### src/ach_map.svh
// Constant map of the coil command handler: frame layout, coil offsets,
// data codes, exception codes and timing figures.
// Assumes inclusion by bare name from the package and the design modules.
`ifndef ACH_MAP_SVH
`define ACH_MAP_SVH

// Frame layout
`define ACH_FRAME_LEN 4'h8
`define ACH_BODY_LEN 4'h6
`define ACH_EXC_LEN 4'h3
`define ACH_IDX_SLAVE 3'h0
`define ACH_IDX_FUNC 3'h1
`define ACH_IDX_COIL_HI 3'h2
`define ACH_IDX_COIL_LO 3'h3
`define ACH_IDX_DATA_HI 3'h4
`define ACH_IDX_DATA_LO 3'h5

// Addressing and function
`define ACH_ADDR_BCAST 8'h00
`define ACH_ADDR_OFFSET 8'h01
`define ACH_FUNC_WR_COIL 8'h05
`define ACH_FUNC_EXC_BIT 8'h80

// Coil offsets
`define ACH_COIL_BRAKE 16'h0408
`define ACH_COIL_HOLD 16'h040a
`define ACH_COIL_HOME 16'h040b

// Coil data words
`define ACH_DATA_ON 16'hff00
`define ACH_DATA_OFF 16'h0000

// Exception codes
`define ACH_EXC_NONE 8'h00
`define ACH_EXC_FUNC 8'h01
`define ACH_EXC_ADDR 8'h02
`define ACH_EXC_DATA 8'h03

// Error check
`define ACH_CRC_INIT 16'hffff
`define ACH_CRC_POLY 16'ha001
`define ACH_CRC_GOOD 16'h0000

// Timing: clock period and silent interval (3.5 characters at 9600 baud)
`define ACH_CLK_NS 10
`define ACH_SILENT_NS 3646000

`endif

### src/ach_pkg.sv
// Types shared by the coil command handler modules.
// Assumes ach_map.svh on the include path.
`include "ach_map.svh"

package ach_pkg;

  typedef logic [7:0] ach_byte_t;

  typedef enum logic [1:0] {
    ACH_TX_IDLE = 2'b00,
    ACH_TX_DATA = 2'b01,
    ACH_TX_CRCL = 2'b10,
    ACH_TX_CRCH = 2'b11
  } ach_tx_state_t;

  typedef enum logic [1:0] {
    ACH_HM_IDLE = 2'b00,
    ACH_HM_RUN = 2'b01,
    ACH_HM_HELD = 2'b10
  } ach_home_state_t;

endpackage

### src/ach_coil_handler.sv
// Single-coil write command handler for brake release, motion hold and
// home return, fed by a byte stream from a serial receiver on ref_clk_i.
// Assumes receiver and transmitter byte ports on the same clock; the
// teaching tool presence pin is asynchronous.
`timescale 1ns/100ps
`include "ach_map.svh"
module ach_coil_handler
#(
  parameter int SILENT_NS = `ACH_SILENT_NS
)
(
  // Clock and reset
  input wire logic ref_clk_i,
  input wire logic srst_i,
  // Station identity
  input wire logic [3:0] axis_i,
  // Receive byte stream
  input wire logic rx_valid_i,
  input wire ach_pkg::ach_byte_t rx_data_i,
  // Transmit byte stream
  output logic tx_valid_o,
  output ach_pkg::ach_byte_t tx_data_o,
  input wire logic tx_ready_i,
  // Motion engine status
  input wire logic servo_on_i,
  input wire logic moving_i,
  input wire logic alarm_reset_i,
  input wire logic home_reversed_i,
  input wire logic home_finished_i,
  // Teaching tool presence pin
  input wire logic teach_present_i,
  // Motion engine commands
  output logic brake_release_o,
  output logic motion_hold_o,
  output logic move_inhibit_o,
  output logic resume_o,
  output logic discard_remaining_o,
  output logic home_start_o,
  output logic home_restart_o,
  output logic homing_done_flag_o,
  output logic servo_cmd_lock_o
);
  import ach_pkg::*;

  localparam int SILENT_CYC_INT = (SILENT_NS + `ACH_CLK_NS - 1) / `ACH_CLK_NS;
  localparam logic [31:0] SILENT_CYC = SILENT_CYC_INT[31:0];

  ////////////////////////////////////////////////////////////////////////////
  // Receive framing

  ach_byte_t rx_buf [0:7];
  logic [31:0] gap_cnt_reg;
  logic in_frame_reg;
  logic [3:0] rx_cnt_reg;
  logic [15:0] rx_crc;
  logic frame_end;
  logic frame_ok;
  logic accept;
  logic rx_store;

  assign rx_store = rx_valid_i && (rx_cnt_reg < `ACH_FRAME_LEN);
  assign frame_end = in_frame_reg && !rx_valid_i && (gap_cnt_reg >= SILENT_CYC - 32'h1);
  assign frame_ok = frame_end && (rx_cnt_reg == `ACH_FRAME_LEN)
                    && (rx_crc == `ACH_CRC_GOOD);

  ach_crc16 u_rx_crc
  (
    .ref_clk_i(ref_clk_i),
    .srst_i(srst_i),
    .clear_i(frame_end),
    .en_i(rx_store),
    .byte_i(rx_data_i),
    .crc_o(rx_crc)
  );

  always_ff @(posedge ref_clk_i)
  begin
    if (srst_i)
    begin
      gap_cnt_reg <= 32'h0;
      in_frame_reg <= 1'b0;
      rx_cnt_reg <= 4'h0;
    end
    else if (rx_valid_i)
    begin
      gap_cnt_reg <= 32'h0;
      in_frame_reg <= 1'b1;
      if (rx_cnt_reg <= `ACH_FRAME_LEN)
        rx_cnt_reg <= rx_cnt_reg + 4'h1;
    end
    else if (frame_end)
    begin
      in_frame_reg <= 1'b0;
      rx_cnt_reg <= 4'h0;
    end
    else if (gap_cnt_reg < SILENT_CYC)
      gap_cnt_reg <= gap_cnt_reg + 32'h1;
  end

  always_ff @(posedge ref_clk_i)
  begin
    if (rx_store)
      rx_buf[rx_cnt_reg[2:0]] <= rx_data_i;
  end

  ////////////////////////////////////////////////////////////////////////////
  // Query decode

  ach_byte_t q_slave;
  ach_byte_t q_func;
  logic [15:0] q_coil;
  logic [15:0] q_data;
  ach_byte_t my_addr;
  logic addr_hit;
  logic bcast;
  logic coil_known;
  logic data_ok;
  ach_byte_t exc_code;
  logic act;
  logic reply;
  logic tx_idle;

  assign q_slave = rx_buf[`ACH_IDX_SLAVE];
  assign q_func = rx_buf[`ACH_IDX_FUNC];
  assign q_coil = {rx_buf[`ACH_IDX_COIL_HI], rx_buf[`ACH_IDX_COIL_LO]};
  assign q_data = {rx_buf[`ACH_IDX_DATA_HI], rx_buf[`ACH_IDX_DATA_LO]};
  assign my_addr = {4'h0, axis_i} + `ACH_ADDR_OFFSET;
  assign addr_hit = (q_slave == my_addr);
  assign bcast = (q_slave == `ACH_ADDR_BCAST);
  assign coil_known = (q_coil == `ACH_COIL_BRAKE) || (q_coil == `ACH_COIL_HOLD)
                      || (q_coil == `ACH_COIL_HOME);
  assign data_ok = (q_data == `ACH_DATA_ON) || (q_data == `ACH_DATA_OFF);
  assign exc_code = (q_func != `ACH_FUNC_WR_COIL) ? `ACH_EXC_FUNC :
                    (!coil_known) ? `ACH_EXC_ADDR :
                    (!data_ok) ? `ACH_EXC_DATA : `ACH_EXC_NONE;
  assign accept = frame_ok && tx_idle && (addr_hit || bcast);
  assign act = accept && (exc_code == `ACH_EXC_NONE);
  assign reply = accept && addr_hit;

  ////////////////////////////////////////////////////////////////////////////
  // Coil state

  logic brake_coil_reg;
  logic hold_coil_reg;
  logic home_coil_reg;
  logic data_on;
  logic home_rise;
  logic hold_rise;
  logic hold_fall;

  assign data_on = (q_data == `ACH_DATA_ON);
  assign home_rise = act && (q_coil == `ACH_COIL_HOME) && data_on && !home_coil_reg;
  assign hold_rise = act && (q_coil == `ACH_COIL_HOLD) && data_on && !hold_coil_reg;
  assign hold_fall = act && (q_coil == `ACH_COIL_HOLD) && !data_on && hold_coil_reg;

  always_ff @(posedge ref_clk_i)
  begin
    if (srst_i)
    begin
      brake_coil_reg <= 1'b0;
      hold_coil_reg <= 1'b0;
      home_coil_reg <= 1'b0;
    end
    else if (act)
    begin
      if (q_coil == `ACH_COIL_BRAKE)
        brake_coil_reg <= data_on;
      if (q_coil == `ACH_COIL_HOLD)
        hold_coil_reg <= data_on;
      if (q_coil == `ACH_COIL_HOME)
        home_coil_reg <= data_on;
    end
  end

  ////////////////////////////////////////////////////////////////////////////
  // Hold, resume and discard

  logic remain_reg;

  always_ff @(posedge ref_clk_i)
  begin
    if (srst_i)
    begin
      remain_reg <= 1'b0;
      resume_o <= 1'b0;
      discard_remaining_o <= 1'b0;
      brake_release_o <= 1'b0;
    end
    else
    begin
      brake_release_o <= servo_on_i || brake_coil_reg;
      resume_o <= hold_fall && remain_reg;
      discard_remaining_o <= hold_coil_reg && alarm_reset_i && remain_reg;
      if (hold_rise && moving_i)
        remain_reg <= 1'b1;
      else if (hold_fall || (hold_coil_reg && alarm_reset_i))
        remain_reg <= 1'b0;
    end
  end

  assign motion_hold_o = hold_coil_reg;
  assign move_inhibit_o = hold_coil_reg;

  ////////////////////////////////////////////////////////////////////////////
  // Home return sequencing

  ach_home_state_t hm_state_reg;
  ach_home_state_t hm_state_next;

  always_comb
  begin
    hm_state_next = hm_state_reg;
    unique case (hm_state_reg)
      ACH_HM_IDLE:
        if (home_rise)
          hm_state_next = ACH_HM_RUN;
      ACH_HM_RUN:
        if (home_finished_i)
          hm_state_next = ACH_HM_IDLE;
        else if (hold_rise && !home_reversed_i)
          hm_state_next = ACH_HM_HELD;
      ACH_HM_HELD:
        if (hold_fall)
          hm_state_next = ACH_HM_RUN;
      default:
        hm_state_next = ACH_HM_IDLE;
    endcase
  end

  always_ff @(posedge ref_clk_i)
  begin
    if (srst_i)
    begin
      hm_state_reg <= ACH_HM_IDLE;
      home_start_o <= 1'b0;
      home_restart_o <= 1'b0;
      homing_done_flag_o <= 1'b0;
    end
    else
    begin
      hm_state_reg <= hm_state_next;
      home_start_o <= home_rise;
      home_restart_o <= (hm_state_reg == ACH_HM_RUN) && hold_rise && home_reversed_i;
      if ((hm_state_reg == ACH_HM_RUN) && home_finished_i)
        homing_done_flag_o <= 1'b1;
      else if (home_rise)
        homing_done_flag_o <= 1'b0;
    end
  end

  ////////////////////////////////////////////////////////////////////////////
  // Teaching tool lockout of servo commands

  logic teach_meta_reg;
  logic teach_sync_reg;
  logic host_seen_reg;
  logic teach_off_reg;

  always_ff @(posedge ref_clk_i)
  begin
    if (srst_i)
    begin
      teach_meta_reg <= 1'b0;
      teach_sync_reg <= 1'b0;
      host_seen_reg <= 1'b0;
      teach_off_reg <= 1'b0;
      servo_cmd_lock_o <= 1'b0;
    end
    else
    begin
      teach_meta_reg <= teach_present_i;
      teach_sync_reg <= teach_meta_reg;
      if (accept)
        host_seen_reg <= 1'b1;
      if (teach_sync_reg && !host_seen_reg && !servo_on_i)
        teach_off_reg <= 1'b1;
      if (teach_off_reg && !teach_sync_reg)
        servo_cmd_lock_o <= 1'b1;
    end
  end

  ////////////////////////////////////////////////////////////////////////////
  // Reply transmitter

  ach_byte_t tx_buf [0:5];
  ach_tx_state_t tx_state_reg;
  logic [3:0] tx_idx_reg;
  logic [3:0] tx_len_reg;
  logic [15:0] tx_crc;
  logic tx_fire;
  logic tx_data_fire;

  assign tx_idle = (tx_state_reg == ACH_TX_IDLE);
  assign tx_valid_o = !tx_idle;
  assign tx_fire = tx_valid_o && tx_ready_i;
  assign tx_data_fire = tx_fire && (tx_state_reg == ACH_TX_DATA);
  assign tx_data_o = (tx_state_reg == ACH_TX_CRCL) ? tx_crc[7:0] :
                     (tx_state_reg == ACH_TX_CRCH) ? tx_crc[15:8] :
                     (tx_state_reg == ACH_TX_DATA) ? tx_buf[tx_idx_reg[2:0]] : 8'h00;

  ach_crc16 u_tx_crc
  (
    .ref_clk_i(ref_clk_i),
    .srst_i(srst_i),
    .clear_i(reply),
    .en_i(tx_data_fire),
    .byte_i(tx_buf[tx_idx_reg[2:0]]),
    .crc_o(tx_crc)
  );

  always_ff @(posedge ref_clk_i)
  begin
    if (reply)
    begin
      for (int i = 0; i < 6; i++)
        tx_buf[i] <= rx_buf[i];
      if (exc_code != `ACH_EXC_NONE)
      begin
        tx_buf[`ACH_IDX_FUNC] <= q_func | `ACH_FUNC_EXC_BIT;
        tx_buf[`ACH_IDX_COIL_HI] <= exc_code;
      end
    end
  end

  always_ff @(posedge ref_clk_i)
  begin
    if (srst_i)
    begin
      tx_state_reg <= ACH_TX_IDLE;
      tx_idx_reg <= 4'h0;
      tx_len_reg <= 4'h0;
    end
    else
    begin
      unique case (tx_state_reg)
        ACH_TX_IDLE:
          if (reply)
          begin
            tx_state_reg <= ACH_TX_DATA;
            tx_idx_reg <= 4'h0;
            tx_len_reg <= (exc_code == `ACH_EXC_NONE) ? `ACH_BODY_LEN : `ACH_EXC_LEN;
          end
        ACH_TX_DATA:
          if (tx_fire)
          begin
            tx_idx_reg <= tx_idx_reg + 4'h1;
            if (tx_idx_reg == tx_len_reg - 4'h1)
              tx_state_reg <= ACH_TX_CRCL;
          end
        ACH_TX_CRCL:
          if (tx_fire)
            tx_state_reg <= ACH_TX_CRCH;
        ACH_TX_CRCH:
          if (tx_fire)
            tx_state_reg <= ACH_TX_IDLE;
      endcase
    end
  end

endmodule

### src/ach_crc16.sv
// Byte-serial 16-bit error check accumulator, reflected polynomial.
// Assumes one byte per enabled cycle; clear restores the seed.
`timescale 1ns/100ps
`include "ach_map.svh"
module ach_crc16
(
  // Clock and reset
  input wire logic ref_clk_i,
  input wire logic srst_i,
  // Control
  input wire logic clear_i,
  input wire logic en_i,
  input wire ach_pkg::ach_byte_t byte_i,
  // Result
  output logic [15:0] crc_o
);
  import ach_pkg::*;

  logic [15:0] crc_reg;
  logic [15:0] crc_next;

  function automatic logic [15:0] ach_crc_step(input logic [15:0] crc, input ach_byte_t b);
    logic [15:0] c;
    c = crc ^ {8'h00, b};
    for (int i = 0; i < 8; i++)
    begin
      c = c[0] ? ((c >> 1) ^ `ACH_CRC_POLY) : (c >> 1);
    end
    return c;
  endfunction

  assign crc_next = clear_i ? `ACH_CRC_INIT : (en_i ? ach_crc_step(crc_reg, byte_i) : crc_reg);
  assign crc_o = crc_reg;

  always_ff @(posedge ref_clk_i)
  begin
    if (srst_i)
      crc_reg <= `ACH_CRC_INIT;
    else
      crc_reg <= crc_next;
  end

endmodule

### config.mk
export PLATFORM = sky130hd
export DESIGN_NAME = ach_coil_handler
export DESIGN_NICKNAME = d
export VERILOG_FILES = /design/src/ach_pkg.sv /design/src/ach_coil_handler.sv /design/src/ach_crc16.sv
export VERILOG_INCLUDE_DIRS = /design/src /design/src/src
export SDC_FILE = /design/constraint.sdc
export NUM_CORES = 1
export LEC_CHECK = 0
export BUFFER_PORTS_ARGS = -buffer_cell sky130_fd_sc_hd__buf_4
export CORE_AREA = 8 8 127 188
export DETAILED_ROUTE_END_ITERATION = 10
export DIE_AREA = 0 0 135 196
export GPL_TIMING_DRIVEN = 0
export PLACE_DENSITY_LB_ADDON = 0.12
export REMOVE_ABC_BUFFERS = 1
export SLEW_MARGIN = 40
export SYNTH_ARGS = -nofsm -noshare
export SYNTH_HDL_FRONTEND = slang
export SYNTH_SLANG_ARGS = --single-unit
### constraint.sdc
create_clock -name ref_clk_i -period 4.62 [get_ports ref_clk_i]
set_input_delay 0.462 -clock ref_clk_i [delete_from_list [all_inputs] [get_ports ref_clk_i]]
set_output_delay 0.462 -clock ref_clk_i [all_outputs]
set_load 0.005 [all_outputs]
==> results of run 1 <==
-- power by group through the flow --
stage | combinational, mW | sequential (mW) | clock, mW
global route | 0.471 | 1.89 | 1.55
floorplan | 0.305 | 1.90 | 0
global placement | 0.421 | 1.92 | 0
finish | 0.426 | 1.88 | 1.45
detailed placement | 0.429 | 1.92 | 0
CTS | 0.432 | 1.88 | 1.48
-- layer usage --
layer,vias to the layer above,GRT usage,part of all wire
li1,2649,-,-
met3,20,0.03226,0.029
met5,-,0,0
met2,79,0.2687,0.56
met4,0,0.05120,0.017
met1,2624,0.1511,0.40
-- kinds of logic after synthesis --
group,count (synthesis)
XOR/XNOR,68
adder cells (fa/ha/maj),10
buffers and inverters,46
flip-flops,194
multiplexers,27
AND/OR/NAND/NOR,269
AO/OA/AOI/OAI,103
-- worst max-delay path by stage --
stage | startpoint | end | slack, ns | depth (start not counted)
final | gap_cnt_reg[6] | u_tx_crc.crc_o[6] | 0.92 | 9
after global routing | gap_cnt_reg[6] | u_tx_crc.crc_o[13] | 0.59 | 9
after CTS | gap_cnt_reg[6] | u_tx_crc.crc_o[6] | 0.87 | 9
after detailed placement | gap_cnt_reg[6] | u_tx_crc.crc_o[6] | 0.91 | 9
after global placement | gap_cnt_reg[6] | u_tx_crc.crc_o[14] | -1.12 | 7
after floorplan | gap_cnt_reg[6] | u_tx_crc.crc_o[0] | 0.74 | 7
-- cell usage in the layout (no fill, tap or decap), types with 4 or more instances in the layout --
| cell | n |
|---|---|
| sky130_fd_sc_hd__dfxtp_1 | 104 |
| sky130_fd_sc_hd__edfxtp_1 | 89 |
| sky130_fd_sc_hd__nand2_1 | 73 |
| sky130_fd_sc_hd__nor2_1 | 45 |
| sky130_fd_sc_hd__buf_4 | 41 |
| sky130_fd_sc_hd__xnor2_1 | 39 |
| sky130_fd_sc_hd__and2_1 | 33 |
| sky130_fd_sc_hd__xor2_1 | 24 |
| sky130_fd_sc_hd__o21ai_0 | 23 |
| sky130_fd_sc_hd__o211ai_1 | 21 |
| sky130_fd_sc_hd__nand3_1 | 20 |
| sky130_fd_sc_hd__a21oi_1 | 20 |
| sky130_fd_sc_hd__clkbuf_16 | 17 |
| sky130_fd_sc_hd__nor4_1 | 15 |
| sky130_fd_sc_hd__nand4_1 | 13 |
| sky130_fd_sc_hd__inv_1 | 13 |
| sky130_fd_sc_hd__mux2_2 | 13 |
| sky130_fd_sc_hd__ha_1 | 10 |
| sky130_fd_sc_hd__nor3_1 | 9 |
| sky130_fd_sc_hd__nor2b_1 | 9 |
| sky130_fd_sc_hd__mux4_2 | 8 |
| sky130_fd_sc_hd__inv_6 | 7 |
| sky130_fd_sc_hd__a31oi_1 | 6 |
| sky130_fd_sc_hd__mux2i_1 | 6 |
| sky130_fd_sc_hd__a22oi_1 | 6 |
| sky130_fd_sc_hd__and3_1 | 5 |
| sky130_fd_sc_hd__nor4b_1 | 5 |
| sky130_fd_sc_hd__nand2b_1 | 5 |
| sky130_fd_sc_hd__and4_1 | 5 |
| sky130_fd_sc_hd__or3_1 | 5 |
| sky130_fd_sc_hd__nand3b_1 | 4 |
| sky130_fd_sc_hd__or2_2 | 4 |
| sky130_fd_sc_hd__xnor3_1 | 4 |
| sky130_fd_sc_hd__o21a_1 | 4 |
-- per-stage QoR --
step           instance area, um2  worst slack (ns)  cells    util  hold WS [ns]
2_1_floorplan                8142            0.7351    685       -        0.4138
3_3_place_gp                 8775            -1.116    996  0.4119        0.4216
3_5_place_dp                 8865            0.9075   1001  0.4161        0.4387
4_1_cts                      9439            0.8743   1033  0.4430        0.2215
5_1_grt                      9442            0.5918   1033  0.4432        0.2179
6_report                     9442            0.9193   1033  0.4432        0.2407
-- layout make-up --
| type | instances | share of cell area |
|---|---|---|
| flip-flops and latches | 194 | 0.5058 |
| multi-input cells | 477 | 0.3557 |
| inverters | 14 | 0.005831 |
| well taps | 272 | 0.03605 |
| repair buffers | 44 | 0.03578 |
| clock buffers | 18 | 0.04545 |
| clock inverters | 14 | 0.01537 |
==> summary.md, run 1 <==
| Metric | Value |
|---|---|
| Type of destination of the critical path | `flip-flop` |
| Minimum clock period after layout | `3.701 ns` |
| Slowest cell delay on critical path | `0.56 ns` |
| Average footprint of a synthesized cell | `roughly 12 um2` |
| Worst min-delay path category | `primary input to flip-flop` |
| Part of the power in combinational logic | `0.113` |
| RSZ-0062 raised after global routing | `false` |
| Combined area of the multi-input logic cells | `3358 um2` |
| First-pass GRT wire length | `between 20000 and 30000 um` |
| Number of nets in the finished design | `780` |
| Part of the Yosys area used for sequential elements | `0.5763` |
| Reg2reg end | `u_tx_crc.crc_o[6]` |
| Buffering stage count on the worst path with inverters included | `3` |
| # IOs | `40` |
| Category of the worst setup path launch point | `flip-flop` |
| Deepest level of the CTS H-tree | `4` |
| Pin count of the biggest net entering global routing | `40` |
| Most common cell in the netlist | `sky130_fd_sc_hd__dfxtp_1` |
| Slowest cell on crit path | `sky130_fd_sc_hd__or4_4` |
| Antenna violations before repair | `0` |
| Share of post-route cells with drive strength above 1 | `0.1616` |
| Count of final max-slew check failures | `0` |
| Max transition margin | `0.4553` |
| Clock slew at reported path FFs | `0.07 ns` |
| Kind of critical path | `flip-flop to flip-flop` |
| Via count of the first global-routing pass | `approximately 5600` |
| Sw Ratio | `0.2525` |
| Total Neg Setup Slack | `0 ns` |
| Post-Route WL | `roughly 18000 um` |
| Flip-flop and latch count after synthesis | `about 190` |
| CTS Buf Count | `17` |
| Data arrival at the endpoint of the critical path | `just under 4 ns` |
| Kind of cell adding the most delay to the critical path | `compound AO/OA/AOI/OAI gates` |
| First-pass iteration count of the detailed router | `4` |
| Total of warnings raised by yosys | `0` |
| Worst-path fanout max | `39` |
| Overflow left after global routing | `0` |
| Insertion delay to the later sink of the worst-skew pair | `between 0.4 and 0.5 ns` |
| Share of the cycle needed by the critical path after routing | `0.8010` |
| Max cap viols | `0` |
| Post-detailed-placement half-perimeter wirelength | `roughly 13000 um` |
| Flip-flop and latch area | `about 4800 um2` |
| Hold_sp | `teach_present_i` |
| Number of cell instances on the worst register-to-register path | `9` |
| Most frequent cell on the critical path | `sky130_fd_sc_hd__o211ai_1` |
| CP cell instances | `or4_4 -> o41ai_2 -> a31oi_4 -> o211ai_1 -> buf_2 -> inv_4 -> buf_12 -> nor2_2 -> o211ai_1` |
| Cell type with the highest aggregate area in the netlist | `sky130_fd_sc_hd__edfxtp_1` |
| Post-Synth Adder-Cell Area | `0.01510` |
| Row count | `between 60 and 70` |
| Total routing usage reported by global routing | `0.1432` |
| Sequential power share | `0.501` |
| Area grow syn2layout | `13.95%` |
| Top post-synthesis cells by area | `sky130_fd_sc_hd__edfxtp_1, sky130_fd_sc_hd__dfxtp_1, sky130_fd_sc_hd__xnor2_1` |
| Drt first-iter violations | `~280` |
| Initial core utilization | `0.3889` |
| Outcome | `finished clean` |
| Fraction of the mapped netlist area in simple logic gates | `0.1684` |
| Minimum setup slack among reg-to-reg paths | `about 0.92 ns` |
| Proportion of synthesized flip-flops having asynchronous set or reset | `0` |
| Post-route clock skew | `~0.012 ns` |
| Synthesized instance count | `between 700 and 800` |
| Int Power | `2.805 mW` |
| Number of filler cells placed in the layout | `just under 2000` |
| Number of nets with antenna violations after detailed routing | `0` |
| Cell depth of the worst hold path | `2` |
| Leak | `about 3.3 nW` |
| Die height | `196 um` |
| Compound-cell area share of the yosys netlist | `0.08955` |
| Top cell type's share of synthesized area | `0.3226` |
| Combinational family with the most area after synthesis | `simple AND/OR/NAND/NOR gates` |
| Number of port buffers | `39` |
| Overall power of the completed layout | `3.752 mW` |
| Power per unit of standard cell area | `slightly below 400 nW/um2` |
| Placeable core region | `21310 um2` |
| Die area | `26460 um2` |
| Required time of the critical path | `around 4.9 ns` |
| Vias after detailed routing | `approximately 5400` |
| Max frequency | `between 200 and 300 MHz` |
| Mux cell area share after synthesis | `0.04666` |
| Number of clock sinks | `194` |
| # diodes | `0` |
| Drt via density | `5.200` |
| Main synth FF type | `sky130_fd_sc_hd__dfxtp_1` |
| Final number of hold-violating endpoints | `0` |
| Number of distinct library cell variants in the gate-level netlist after synthesis | `60` |
| DRC viols | `0` |
| Number of enable flip-flop cells after synthesis | `89` |
| Maximum root-to-sink buffer count | `2` |
| Clock tree from TritonCTS | `yes` |
| Clock root buffer master | `sky130_fd_sc_hd__clkbuf_16` |
| Chip width | `~140 um` |
| Worst Tran Pin Value | `roughly 0.81 ns` |
| Top post-synthesis cells by count | `sky130_fd_sc_hd__dfxtp_1, sky130_fd_sc_hd__edfxtp_1, sky130_fd_sc_hd__nand2_1` |
| Worst min-delay path endpoint | `teach_meta_reg` |
| FF-to-FF Start | `gap_cnt_reg[6]` |
| Synth Cell Area | `approximately 8300 um2` |
| Gates resized, CTS repair | `0` |
| Number of hold buffers added after cts | `0` |
| Detail-routed net length per standard cell | `between 15 and 20 um` |
| Worst ir drop on vdd | `between 0.0002 and 0.0003 V` |
| Final GP Congestion | `0.8153` |
| Buffers inserted during post-CTS setup optimization | `0` |
| Xor-xnor portion of the synthesized cell area | `0.08034` |
| Net switching power | `approximately 0.95 mW` |
| Total setup violations reported at the end of the flow | `0` |
| Clock share of power | `0.386` |
Note: power is estimated with default switching activity, not from simulation.
==> inputs of run 2 (changes only) <==
clock period = 3.1 ns   (was 4.62 ns; I/O delays follow)
==> run 2 against run 1 <==
- clock-buffer cell count is the same
- sequential share of layout area shrank 1.3 points
- sequential power up 49%
- routed wire length grew 2.8%
- sequential cell count stayed put
==> summary.md, run 2 (synthesis results as in run 1) <==
| Metric | Value |
|---|---|
| Outcome | `finished clean` |
| DRC viols | `0 (unchanged)` |
| Overflow left after global routing | `0 (unchanged)` |
| Maximum root-to-sink buffer count | `2 (unchanged)` |
| Fin util | `0.4550 (+0.01186)` |
| Detail-routed net length per standard cell | `17.48 um (+0.93%)` |
| Worst Tran Pin Value | `0.8044 ns (-0.008162 ns)` |
| Area grow syn2layout | `17.00%` |
| Part of the power in combinational logic | `0.122 (+0.009)` |
| Max transition margin | `0.4608 (+0.005471)` |
| Via count of the first global-routing pass | `5665 (+1.1%)` |
| Placeable core region | `21310 um2 (unchanged)` |
| Leading cell type in the layout, fill and taps excluded | `sky130_fd_sc_hd__dfxtp_1` |
| Number of nets with antenna violations after detailed routing | `0 (unchanged)` |
| Sw Ratio | `0.2525 (about the same)` |
| Drt first-iter violations | `300 (+8.3%)` |
| Clock root buffer master | `sky130_fd_sc_hd__clkbuf_16` |
| CP cell instances | `buf_6 -> mux4_2 -> mux2_2 -> xor2_4 -> xnor3_1 -> xnor3_2 -> xor3_1 -> o211ai_1` |
| Row count | `66 (unchanged)` |
| Power per unit of standard cell area | `582.7 nW/um2 (+47%)` |
| Drt via density | `5.188 (-0.23%)` |
| Die height | `196 um (unchanged)` |
| First-pass iteration count of the detailed router | `4 (unchanged)` |
| # IOs | `40 (unchanged)` |
| Worst-path fanout max | `7 (-82%)` |
| CTS Buf Count | `17 (unchanged)` |
| Worst ir drop on vdd | `0.0003717 V (+48%)` |
| Share of the cycle needed by the critical path after routing | `0.9674 (+0.1664)` |
| Total routing usage reported by global routing | `0.1444 (+0.001293)` |
| Initial core utilization | `0.3889 (unchanged)` |
| Leading cell types in the layout, fill and taps excluded | `sky130_fd_sc_hd__dfxtp_1, sky130_fd_sc_hd__edfxtp_1, sky130_fd_sc_hd__nand2_1, sky130_fd_sc_hd__buf_4, sky130_fd_sc_hd__nor2_1` |
| Total setup violations reported at the end of the flow | `0 (unchanged)` |
| Insertion delay to the later sink of the worst-skew pair | `0.44 ns (about the same)` |
| Final GP Congestion | `0.8153 (unchanged)` |
| First-pass GRT wire length | `29610 um (+0.82%)` |
| Max cap viols | `0 (unchanged)` |
| Type of destination of the critical path | `flip-flop` |
| Antenna violations before repair | `0 (unchanged)` |
| Int Power | `4.223 mW (+51%)` |
| Net switching power | `1.426 mW (+51%)` |
| Max frequency | `333.4 MHz (+23%)` |
| Post-route clock skew | `0.01447 ns (+0.002547 ns)` |
| Data arrival at the endpoint of the critical path | `3.35 ns (-0.62 ns)` |
| Chip width | `135 um (unchanged)` |
| Slowest cell on crit path | `sky130_fd_sc_hd__mux4_2` |
| Kind of critical path | `flip-flop to flip-flop` |
| Number of port buffers | `39 (unchanged)` |
| Hold_sp | `teach_present_i` |
| Worst min-delay path category | `primary input to flip-flop` |
| Post-detailed-placement half-perimeter wirelength | `13120 um (unchanged)` |
| Number of nets in the finished design | `799 (+2.4%)` |
| Pin count of the biggest net entering global routing | `35 (-13%)` |
| Minimum clock period after layout | `2.999 ns (-0.7016 ns)` |
| Kind of cell adding the most delay to the critical path | `XOR/XNOR gates` |
| Category of the worst setup path launch point | `flip-flop` |
| Count of final max-slew check failures | `0 (unchanged)` |
| Slowest cell delay on critical path | `0.50 ns (-0.06 ns)` |
| Sequential power share | `0.496 (-0.005)` |
| Leak | `3.458 nW (+4.5%)` |
| Clock slew at reported path FFs | `0.07 ns (about the same)` |
| Share of post-route cells with drive strength above 1 | `0.1910 (+0.02940)` |
| Buffering stage count on the worst path with inverters included | `1 (-2)` |
| Post-Route WL | `18390 um (+2.8%)` |
| Vias after detailed routing | `5458 (+1.6%)` |
| Clock share of power | `0.382 (-0.004)` |
| Required time of the critical path | `3.45 ns (-1.44 ns)` |
| Number of clock sinks | `194 (unchanged)` |
| Final number of hold-violating endpoints | `0 (unchanged)` |
| Clock tree from TritonCTS | `yes` |
| Total Neg Setup Slack | `0 ns (unchanged)` |
| Number of hold buffers added after cts | `0 (unchanged)` |
| # diodes | `0 (unchanged)` |
| Deepest level of the CTS H-tree | `4 (unchanged)` |
| Die area | `26460 um2 (unchanged)` |
-- run 2: worst register-to-register path: stages (launching register included) --
cell and delay, ns:
sky130_fd_sc_hd__dfxtp_4 0.41, sky130_fd_sc_hd__buf_6 0.15, sky130_fd_sc_hd__mux4_2 0.50, sky130_fd_sc_hd__mux2_2 0.34, sky130_fd_sc_hd__xor2_4 0.18, sky130_fd_sc_hd__xnor3_1 0.37
sky130_fd_sc_hd__xnor3_2 0.41, sky130_fd_sc_hd__xor3_1 0.36, sky130_fd_sc_hd__o211ai_1 0.18
-- run 2: what timing repair did --
item                       in CTS  in global routing
setup buffers                   4                 14
setup endpoints to repair      39                 37
cloned                          1                  0
pin swaps                       2                  3
gates resized for setup         6                 11
-- run 2: routing by layer --
layer | up-vias | share of wire | track usage
met5 | - | 0 | 0
met4 | 0 | 0.016 | 0.05120
met3 | 23 | 0.027 | 0.03226
met2 | 71 | 0.56 | 0.2724
met1 | 2676 | 0.39 | 0.1517
li1 | 2688 | - | -
-- run 2: through the flow --
stage	std cells	area, um2	hold slack, ns	total power [mW]	setup WS [ns]
final	1052	9694	0.09287	5.649	0.1009
after global placement	996	8775	0.4216	3.485	-2.636
after CTS	1038	9538	0.06950	5.663	0.006752
after floorplan	685	8142	0.3791	3.290	-0.7849
after detailed placement	1001	8865	0.4387	3.499	-0.6125
after global routing	1052	9694	0.06588	5.884	-0.004688
-- run 2: path summary, 6_finish.rpt --
check        depth (start not counted)  slack [ns]                 to
max                                  8        0.10  u_tx_crc.crc_o[0]
max reg2reg                          8        0.10  u_tx_crc.crc_o[0]
min                                  2        0.09     teach_meta_reg
min reg2reg                          1        0.45     teach_sync_reg
-- run 2: area by class of cell --
class | count | area, um2
fill | 1980 | 11610
clock inverter | 14 | 145.1
sequential | 194 | 4780
clock buffer | 18 | 429.2
inverter | 14 | 57.56
multi-input combinational | 477 | 3431
timing repair buffer | 63 | 511.7
tap | 272 | 340.3
-- run 2: power groups by stage --
stage	clock (mW)	sequential, mW	combinational [mW]
CTS	2.21	2.80	0.651
global route	2.31	2.81	0.760
global placement	0	2.86	0.628
detailed placement	0	2.86	0.640
floorplan	0	2.84	0.454
finish	2.16	2.80	0.691
==> inputs of run 3 (changes only) <==
BUFFER_PORTS_ARGS = -buffer_cell sky130_fd_sc_hd__buf_2   (was -buffer_cell sky130_fd_sc_hd__buf_4)
==> run 3 against run 2 <==
- via count shrank 2.9%
- largest power group unchanged
- maximum frequency grew 1.4%
- clock-buffer cell count shrank 1
- hold slack gained 0.011 ns
- critical path type unchanged
- clock power shrank 3%
- register-to-register slack gained 0.04 ns
- worst setup slack gained 0.041 ns
- sequential cell count is the same
- critical path depth shrank 1
- critical endpoint is now hm_state_reg[0]
- core utilization shrank 1.0 points
- global-route usage shrank 0.54 points
==> summary.md, run 3 (synthesis results as in run 1) <==
| Metric | Value |
|---|---|
| Outcome | `finished clean` |
| Buffering stage count on the worst path with inverters included | `0 (-1)` |
| Worst-path fanout max | `7 (unchanged)` |
| Fin util | `0.4447 (-0.01034)` |
| Required time of the critical path | `3.40 ns (-0.05 ns)` |
| Area grow syn2layout | `14.35%` |
| Leak | `3.357 nW (-2.9%)` |
| Slowest cell delay on critical path | `0.58 ns (+0.08 ns)` |
| Total setup violations reported at the end of the flow | `0 (unchanged)` |
| Row count | `66 (unchanged)` |
| Worst min-delay path category | `primary input to flip-flop` |
| Overall power of the completed layout | `5.507 mW (-2.5%)` |
| Post-Route WL | `17860 um (-2.9%)` |
| Post-route clock skew | `0.01221 ns (-0.002267 ns)` |
| DRC viols | `0 (unchanged)` |
| Maximum root-to-sink buffer count | `2 (unchanged)` |
| Clock root buffer master | `sky130_fd_sc_hd__clkbuf_16` |
| Antenna violations before repair | `0 (unchanged)` |
| # IOs | `40 (unchanged)` |
| Worst Tran Pin Value | `0.7546 ns (-0.04984 ns)` |
| Number of clock sinks | `194 (unchanged)` |
| Kind of critical path | `flip-flop to flip-flop` |
| Flip-flop and latch area | `4778 um2 (about the same)` |
| Share of post-route cells with drive strength above 1 | `0.1727 (-0.01830)` |
| First-pass GRT wire length | `28670 um (-3.2%)` |
| Via count of the first global-routing pass | `5487 (-3.1%)` |
| Max frequency | `338.1 MHz (+1.4%)` |
| Least setup slack across all paths after layout | `0.1423 ns (+0.04134 ns)` |
| Combined area of the multi-input logic cells | `3387 um2 (-1.3%)` |
| Pin count of the biggest net entering global routing | `35 (unchanged)` |
| Number of filler cells placed in the layout | `2006 (+1.3%)` |
| Drt first-iter violations | `226 (-25%)` |
| Clock slew at reported path FFs | `0.07 ns (about the same)` |
| Leading cell type in the layout, fill and taps excluded | `sky130_fd_sc_hd__dfxtp_1` |
| Data arrival at the endpoint of the critical path | `3.26 ns (-0.09 ns)` |
| Initial core utilization | `0.3889 (unchanged)` |
| Power per unit of standard cell area | `581.2 nW/um2 (-0.26%)` |
| Slowest cell on crit path | `sky130_fd_sc_hd__or4_4` |
| Hold WS | `0.1042 ns (+0.01129 ns)` |
| Drt via density | `5.087 (-1.9%)` |
| Total routing usage reported by global routing | `0.1390 (-0.005447)` |
| First-pass iteration count of the detailed router | `4 (unchanged)` |
| Overflow left after global routing | `0 (unchanged)` |
| RSZ-0062 raised after global routing | `false` |
| Clock tree from TritonCTS | `yes` |
| Total Neg Setup Slack | `0 ns (unchanged)` |
| Share of the cycle needed by the critical path after routing | `0.9541 (-0.01334)` |
| Max transition margin | `0.4942 (+0.03341)` |
| # diodes | `0 (unchanged)` |
| Die area | `26460 um2 (unchanged)` |
| Worst ir drop on vdd | `0.0003941 V (+6.0%)` |
| Placeable core region | `21310 um2 (unchanged)` |
| CP cell instances | `or4_4 -> or4_4 -> a31oi_4 -> o221ai_4 -> or3_4 -> o41ai_4 -> o31ai_2` |
| CTS Buf Count | `17 (unchanged)` |
| Number of port buffers | `39 (unchanged)` |
| Vias after detailed routing | `5301 (-2.9%)` |
| Chip width | `135 um (unchanged)` |
| Leading cell types in the layout, fill and taps excluded | `sky130_fd_sc_hd__dfxtp_1, sky130_fd_sc_hd__edfxtp_1, sky130_fd_sc_hd__nand2_1, sky130_fd_sc_hd__nor2_1, sky130_fd_sc_hd__buf_2` |
| Kind of cell adding the most delay to the critical path | `simple AND/OR/NAND/NOR gates` |
| Deepest level of the CTS H-tree | `4 (unchanged)` |
| Insertion delay to the later sink of the worst-skew pair | `0.43 ns (about the same)` |
| Final GP Congestion | `0.8191 (+0.47%)` |
| Minimum clock period after layout | `2.958 ns (-0.04134 ns)` |
| Number of nets in the finished design | `789 (-1.3%)` |
| Type of destination of the critical path | `flip-flop` |
| Die height | `196 um (unchanged)` |
| Most frequent cell on the critical path | `sky130_fd_sc_hd__or4_4` |
| Post-detailed-placement half-perimeter wirelength | `12870 um (-1.9%)` |
| Final number of hold-violating endpoints | `0 (unchanged)` |
| Max cap viols | `0 (unchanged)` |
| Category of the worst setup path launch point | `flip-flop` |
| Count of final max-slew check failures | `0 (unchanged)` |
| Detail-routed net length per standard cell | `17.14 um (-2.0%)` |
| Post-Place Setup Slack | `-0.3136 ns (+0.2990 ns)` |
| Number of nets with antenna violations after detailed routing | `0 (unchanged)` |
-- run 3: through the flow --
step | instance area (um2) | cells
after floorplan | 8142 | 685
after global placement | 8677 | 996
after detailed placement | 8767 | 1001
after CTS | 9385 | 1036
after global routing | 9474 | 1042
final | 9474 | 1042
-- run 3: worst register-to-register path, stage by stage, from the launching register on --
cell and delay, ns:
sky130_fd_sc_hd__dfxtp_1 0.35, sky130_fd_sc_hd__or4_4 0.56, sky130_fd_sc_hd__or4_4 0.58, sky130_fd_sc_hd__a31oi_4 0.24, sky130_fd_sc_hd__o221ai_4 0.19, sky130_fd_sc_hd__or3_4 0.50
sky130_fd_sc_hd__o41ai_4 0.31, sky130_fd_sc_hd__o31ai_2 0.10
-- run 3: worst paths after layout --
check / end / depth (start not counted) / slack, ns / start
max reg2reg: hm_state_reg[0] / 7 / 0.14 / gap_cnt_reg[6]
max: hm_state_reg[0] / 7 / 0.14 / gap_cnt_reg[6]
min: brake_release_o / 3 / 0.10 / servo_on_i
min reg2reg: teach_sync_reg / 1 / 0.44 / teach_meta_reg
-- run 3: final cells by class --
type / count / area share
clock buffers: 17 / 0.04490
flip-flops and latches: 194 / 0.5044
clock inverters: 15 / 0.01400
well taps: 272 / 0.03592
inverters: 14 / 0.006075
multi-input cells: 477 / 0.3575
repair buffers: 53 / 0.03724
-- run 3: layer usage --
metal	wire length, um	vias to the layer above	GRT usage
met5	0	-	0
met4	304	0	0.04996
met3	479	17	0.03303
met2	9756	54	0.2602
met1	7320	2566	0.1461
li1	-	2664	-
-- run 3: timing repair --
item | CTS | global route
hold buffers | 0 | 0
setup endpoints to repair | 28 | 19
setup buffers | 2 | 5
pin swaps | 2 | 2
gates cloned | 1 | 1
gates resized for setup | 3 | 5
-- run 3: report_power, final --
| group | switching [mW] | total [mW] | leakage (nW) | internal, mW |
|---|---|---|---|---|
| clock network | 0.989 | 2.10 | 0.260 | 1.11 |
| registers | 0.0679 | 2.80 | 1.64 | 2.73 |
| logic | 0.308 | 0.604 | 1.46 | 0.296 |
| total | 1.36 | 5.51 | 3.36 | 4.14 |
